$ cat config.mk
export PLATFORM = sky130hd
export DESIGN_NAME = lspc_ctrl
export DESIGN_NICKNAME = d
export VERILOG_FILES = /design/src/lspc_pkg.sv /design/src/lspc_ctrl.sv
export SDC_FILE = /design/constraint.sdc
export NUM_CORES = 1
export LEC_CHECK = 0
export ABC_AREA = 0
export BUFFER_PORTS_ARGS = -buffer_cell sky130_fd_sc_hd__buf_4
export CORE_AREA = 2 2 90 92
export CTS_CLUSTER_DIAMETER = 80
export DETAILED_ROUTE_END_ITERATION = 10
export DIE_AREA = 0 0 92 94
export GPL_TIMING_DRIVEN = 0
export SYNTH_ARGS = -nofsm -noshare
export SYNTH_HDL_FRONTEND = slang
export SYNTH_SLANG_ARGS = --single-unit
$ cat constraint.sdc
create_clock -name clk_sys -period 2.7 [get_ports clk_sys]
set_input_delay 0.27 -clock clk_sys [delete_from_list [all_inputs] [get_ports clk_sys]]
set_output_delay 0.27 -clock clk_sys [all_outputs]
set_load 0.1 [all_outputs]
$ cat src/lspc_pkg.sv
// How it works
// - On enable rising, start in 1x mode regulating from feedback_sense.
// - In 1x, feedback low on 33 consecutive pump ticks selects 2x.
// - 2x holds until enable toggles, select falls, power cycles, thermal, strobe timeout.
// - Select low picks fixed 50mV torch target; high picks resistor target.
// - Strobe mode times on period, shuts down after about 1.6 seconds.
// - After timeout, strobe waits until enable or select goes low.
// - Output above 5.5V stops all switches; resumes when it falls back.
// - Averaged current above twice programmed stops the output switches.
// - Switching and dropout timing use the pump tick (25MHz/13, near 2MHz); soft start and strobe count clk_sys.
// - Soft start reaches 90% regulation typically 250us, at most 500us.
// - Enable low holds shutdown with switching stopped.
package lspc_pkg;
    localparam int unsigned CLK_HZ         = 25000000;
    localparam int unsigned PUMP_HZ        = 2000000;
    // Nearest whole divider; 25 MHz is not a multiple of 2 MHz
    localparam int unsigned PUMP_DIV       = (CLK_HZ + PUMP_HZ / 2) / PUMP_HZ;
    localparam int unsigned DROPOUT_TICKS  = 32;
    localparam int unsigned STROBE_LIMIT_MS = 1600;
    localparam int unsigned STROBE_CYCLES  = CLK_HZ / 1000 * STROBE_LIMIT_MS;
    localparam int unsigned SOFT_START_US  = 250;
    localparam int unsigned SOFT_START_CYC = CLK_HZ / 1000000 * SOFT_START_US;
    localparam int unsigned DIV_W          = 4;
    localparam int unsigned DROP_W         = 6;
    localparam int unsigned SS_W           = 13;
    localparam int unsigned TMR_W          = 26;

    typedef enum logic [1:0] {
        LSPC_OFF  = 2'b00,
        LSPC_SOFT = 2'b01,
        LSPC_X1   = 2'b11,
        LSPC_X2   = 2'b10
    } lspc_mode_t;

    typedef struct packed {
        logic pump_enable;
        logic pump_double;
        logic strobe_target;
        logic soft_start;
        logic strobe_timed_out;
        logic pump_tick;
    } lspc_out_t;

    typedef struct packed {
        logic low_feedback;
        logic over_voltage;
        logic over_current;
        logic thermal_trip;
    } lspc_sense_t;
endpackage

$ cat src/lspc_ctrl.sv
module lspc_ctrl
    import lspc_pkg::*;
#(
    parameter int unsigned STROBE_CYC = STROBE_CYCLES,
    parameter int unsigned SS_CYC     = SOFT_START_CYC
) (
    input  wire logic        clk_sys,
    input  wire logic        rst,
    input  wire logic        enable_in,
    input  wire logic        strobe_sel,
    input  wire lspc_sense_t sense,
    output lspc_out_t        ctl
);
    typedef struct packed {
        lspc_mode_t        mode;
        logic [DIV_W-1:0]  div;
        logic              tick;
        logic [DROP_W-1:0] drop;
        logic [SS_W-1:0]   ss;
        logic [TMR_W-1:0]  tmr;
        logic              timed_out;
        logic              en_prev;
        logic              sel_prev;
        logic              gate;
    } lspc_st_t;

    lspc_st_t s_q;
    lspc_st_t s_d;
    logic     restart;
    logic     fault;

    always_comb begin
        s_d = s_q;
        // Select fall drops back to 1x; enable edges also restart, but enable low forces shutdown
        restart = (enable_in != s_q.en_prev) || (s_q.sel_prev && !strobe_sel);
        // Overvoltage and overcurrent gate switches only, mode kept
        fault = sense.over_voltage || sense.over_current;
        s_d.en_prev = enable_in;
        s_d.sel_prev = strobe_sel;
        s_d.tick = 1'b0;
        if (s_q.div == DIV_W'(PUMP_DIV - 1)) begin
            s_d.div = '0;
            s_d.tick = 1'b1;
        end else begin
            s_d.div = s_q.div + 1'b1;
        end
        // Re-arm needs enable or select low
        if (!enable_in || !strobe_sel) begin
            s_d.timed_out = 1'b0;
        end
        if (strobe_sel && s_q.mode != LSPC_OFF && !s_q.timed_out) begin
            if (s_q.tmr == TMR_W'(STROBE_CYC - 1)) begin
                s_d.timed_out = 1'b1;
            end else begin
                s_d.tmr = s_q.tmr + 1'b1;
            end
        end
        if (!strobe_sel) begin
            s_d.tmr = '0;
        end
        case (s_q.mode)
            LSPC_OFF: begin
                s_d.ss = '0;
                s_d.drop = '0;
                s_d.tmr = '0;
                if (enable_in && !sense.thermal_trip
                    && !(strobe_sel && s_q.timed_out)) begin
                    s_d.mode = LSPC_SOFT;
                end
            end
            LSPC_SOFT: begin
                if (s_q.ss == SS_W'(SS_CYC - 1)) begin
                    s_d.mode = LSPC_X1;
                end else begin
                    s_d.ss = s_q.ss + 1'b1;
                end
            end
            LSPC_X1: begin
                if (s_q.tick) begin
                    if (!sense.low_feedback) begin
                        s_d.drop = '0;
                    end else if (s_q.drop == DROP_W'(DROPOUT_TICKS)) begin
                        s_d.mode = LSPC_X2;
                    end else begin
                        s_d.drop = s_q.drop + 1'b1;
                    end
                end
                if (restart) begin
                    s_d.drop = '0;
                end
            end
            LSPC_X2: begin
                if (restart) begin
                    s_d.mode = LSPC_X1;
                    s_d.drop = '0;
                end
            end
            default: s_d.mode = LSPC_OFF;
        endcase
        // Shutdown paths win over everything
        if (!enable_in || sense.thermal_trip
            || (strobe_sel && s_d.timed_out)) begin
            s_d.mode = LSPC_OFF;
        end
        s_d.gate = (s_d.mode != LSPC_OFF) && !fault;
    end

    always_ff @(posedge clk_sys) begin
        if (rst) begin
            s_q <= '0;
        end else begin
            s_q <= s_d;
        end
    end

    assign ctl.pump_enable      = s_q.gate;
    assign ctl.pump_double      = s_q.mode == LSPC_X2;
    assign ctl.strobe_target    = strobe_sel;
    assign ctl.soft_start       = s_q.mode == LSPC_SOFT;
    assign ctl.strobe_timed_out = s_q.timed_out;
    assign ctl.pump_tick        = s_q.tick;
endmodule // lspc_ctrl

==> results.toml <==
[layout]
regArea_sq_um = 1121
drive_gt1_share_pct = 11.60
utilization_pct = 41.35
n_fill_cell = 799
syn2layout_area_growth_pct = 11.44
diodes = 0
finalNetCount = 376
multiInputGateArea_sq_um = 1572

[power_and_ir_drop]
p_leak_uw = 0.001039
seqPwrFrac_pct = 61.2
intPower_uw = 1039
power_frac_clock_pct = 34.6
peakVddDrop_mv = 0.2313
sw_frac_of_total_pct = 23.95
combPwrFrac_pct = 4.2
power_switching_uw = 327.3
power.density_nw_per_um2 = 434.4

[drt]
vias = 2459
vias_per_cell = 5.300
wl_per_cell_microns = 12.98
ant_nets = 0
drt_iter0_drc = 142
first_pass_iters = 4
finalWirelength_mm = 6.025
drc_errors = 0

[clock_network]
clkTransAtPathRegs_ns = 0.11
insertion_delay_ns = 0.32
clock_sinks = 56
cts.htree.levels = 2
cts_tree = "yes"
clk_path_buf_depth = 2
numCtsBuffers = 5
ctsRootBufferMaster = "clkbuf_8"
hold_buffers = 0

[logic_synthesis]
muxShareOfSynthArea_pct = 1.418
yosys-top-cells-area = "dfxtp_1, nor2_1, a21oi_1"
yosys.area_share.adder_pct = 3.103
synth_warnings = 0
syn-num-nets = 356
syn_inst = 341
synthSimpleGateAreaFrac_pct = 31.69
yosys.area.top_type_share_pct = 39.72
yosys.area.top_type = "dfxtp_1"
async_flop_share_pct = 0
synthDistinctLibCells = 51
synth_compound_area_share_pct = 13.03
synth_top_flop_cell = "dfxtp_1"
syn_area_per_cell_sq_um = 8.278
synth_seq_cells = 56
synth_top_family_by_area = "simple AND/OR/NAND/NOR gates"
ys_seq_area_share_pct = 39.72
synthXorXnorAreaFrac_pct = 6.206
synth_edf_count = 0
syn_area_sq_um = 2823

[setup_path]
slowest_delay_ns = 0.54
slowest_stage = "or4_1"
r2r_slack_ns = 0.32
reg2reg_to = "s_q[9]"
worstPathMaxFanout = 10
crit_path_start_kind = "flip-flop"
crit_end = "s_q[9]"
timing.rr.start = "s_q[11]"
worst_ep_arrival_time_ns = 2.64
crit_chain = "nand4_1, or4_1, nor3_2, clkbuf_2, buf_2, o21ai_0, a21oi_1"
critPathRequiredTime_ns = 2.95
reg2regPathDepth = 7
end_kind = "flip-flop"
critPathKind = "flip-flop to flip-flop"
startpoint = "s_q[11]"

[timing]
finalClockSkew_ns = 0.01359
fin_setup_tns_ns = 0
period_share_pct = 88.28
finalHoldViolations = 0
relSlewSlack_pct = 36.38
maxSlewViolCount = 0
finalWorstSetupSlack_ns = 0.3165
max_freq_mhz = 419.5
worst_pin_slew_ns = 0.9424
grt_setup_unrepaired = "false"
setup_violations = 0
min_period_ns = 2.384

[hold_path]
hold_depth = 2
min_from = "sense[1]"
hp-class = "input pin to flip-flop"

[grt]
grt_pass1_wl_mm = 10.71
grt_pass1_vias = 2358
antenna_found_initial = 0
grt_usage_pct = 14.97
grt-ovfl-total = 0
grt_max_degree = 19

[floorplanning]
rows = 32
fp.dieW_microns = 92
die_y_microns = 94
start_util_pct = 37.11
ios = 14
core-area_sq_um = 7607
die-area_sq_um = 8648

[place]
dpl.hpwl_mm = 4.395
place.port_buffers = 13
gp_congestion = 0.8519
dp_slack_ns = 0.2313

[flow_run]
max_cap_viol_count = 0

[run_status]
status = "finished clean"
-- worst min path at each step --
stage / end
after floorplan: ctl[5]
after global placement: ctl[5]
after detailed placement: ctl[5]
after CTS: ctl[5]
after global routing: ctl[5]
final: ctl[5]
-- cells in the mapped netlist (all sizes together) (5+ instances only) --
| cell | count |
|---|---|
| clkbuf | 12 |
| dfxtp | 56 |
| and3 | 10 |
| or3 | 16 |
| o31ai | 5 |
| xor2 | 9 |
| nor2 | 37 |
| inv | 11 |
| ha | 7 |
| buf | 6 |
| or4 | 9 |
| nor3 | 8 |
| o21ai | 20 |
| nand3 | 14 |
| xnor2 | 11 |
| nand2 | 28 |
| a21oi | 25 |
| nand4 | 13 |
-- placed cells by master (no fill, tap or decap), drive strengths merged, types with 2 or more instances in the layout --
master,n
dfxtp,56
and4,4
nor3,8
o311ai,2
nor4,3
and3,10
inv,12
or3,16
or4,9
nand4,13
o31ai,5
o21ai,20
nand2b,2
nor2b,3
a31oi,2
and2,3
nor2,37
mux2i,4
a21oi,25
nand3,14
o211ai,2
nor4b,4
buf,19
clkbuf,17
xor2,9
xnor2,11
nand2,28
ha,7
-- power by group through the flow --
| stage | clock network, uW | logic, uW | registers (uW) |
|---|---|---|---|
| after CTS | 490 | 57.7 | 836 |
| after floorplan | 0 | 37.6 | 854 |
| after global placement | 0 | 56.7 | 855 |
| after detailed placement | 0 | 57.6 | 855 |
| after global routing | 525 | 64.6 | 837 |
| final | 473 | 57.6 | 836 |
-- repair_timing --
| item | in CTS | in global routing |
|---|---|---|
| buffers inserted | 0 | 0 |
| setup endpoints to repair | 0 | 5 |
| hold endpoints to repair | 0 | 0 |
| resized for setup | 0 | 3 |
-- final cells by class --
class,count,area share [%]
Multi-Input combinational cell,256,49.96
Sequential cell,56,35.64
Tap cell,102,4.057
Timing Repair Buffer,13,3.103
Buffer,18,3.063
Clock buffer,5,2.188
Inverter,11,1.313
Clock inverter,3,0.6762
-- cell families after synthesis --
logic type | after synthesis
adder cells (fa/ha/maj) | 7
multiplexers | 4
AO/OA/AOI/OAI | 63
flip-flops | 56
XOR/XNOR | 20
buffers and inverters | 29
AND/OR/NAND/NOR | 162
-- sequential cells by signal (all words and copies together) (netlist names) --
| signal | count |
|---|---|
| s_q | 53 |
| ctl | 3 |
-- per-stage QoR --
stage                     area (sq um)  instances  hold WS (ns)  total power, uW
after global placement            3048        456        0.4372            911.5
after CTS                         3138        464       0.09464             1384
after floorplan                   2823        341        0.3468            891.7
after global routing              3146        464       0.08165             1426
final                             3146        464       0.09764             1366
after detailed placement          3048        456        0.4391            912.4
-- worst max-delay path: cells and delay by family (launching register included) --
family | cells | cell delay, ns
AO/OA/AOI/OAI | 2 | 0.25
flip-flops | 1 | 0.46
buffers and inverters | 2 | 0.52
AND/OR/NAND/NOR | 3 | 1.09
-- metal layers --
metal / track usage (%) / routed length [microns] / vias up
met5: 0 / 0 / -
met4: 3.980 / 66 / 0
met3: 2.408 / 144 / 6
met2: 24.63 / 2767 / 31
met1: 20.47 / 3046 / 1160
li1: - / - / 1262
Power figures use the tool's default switching activity.
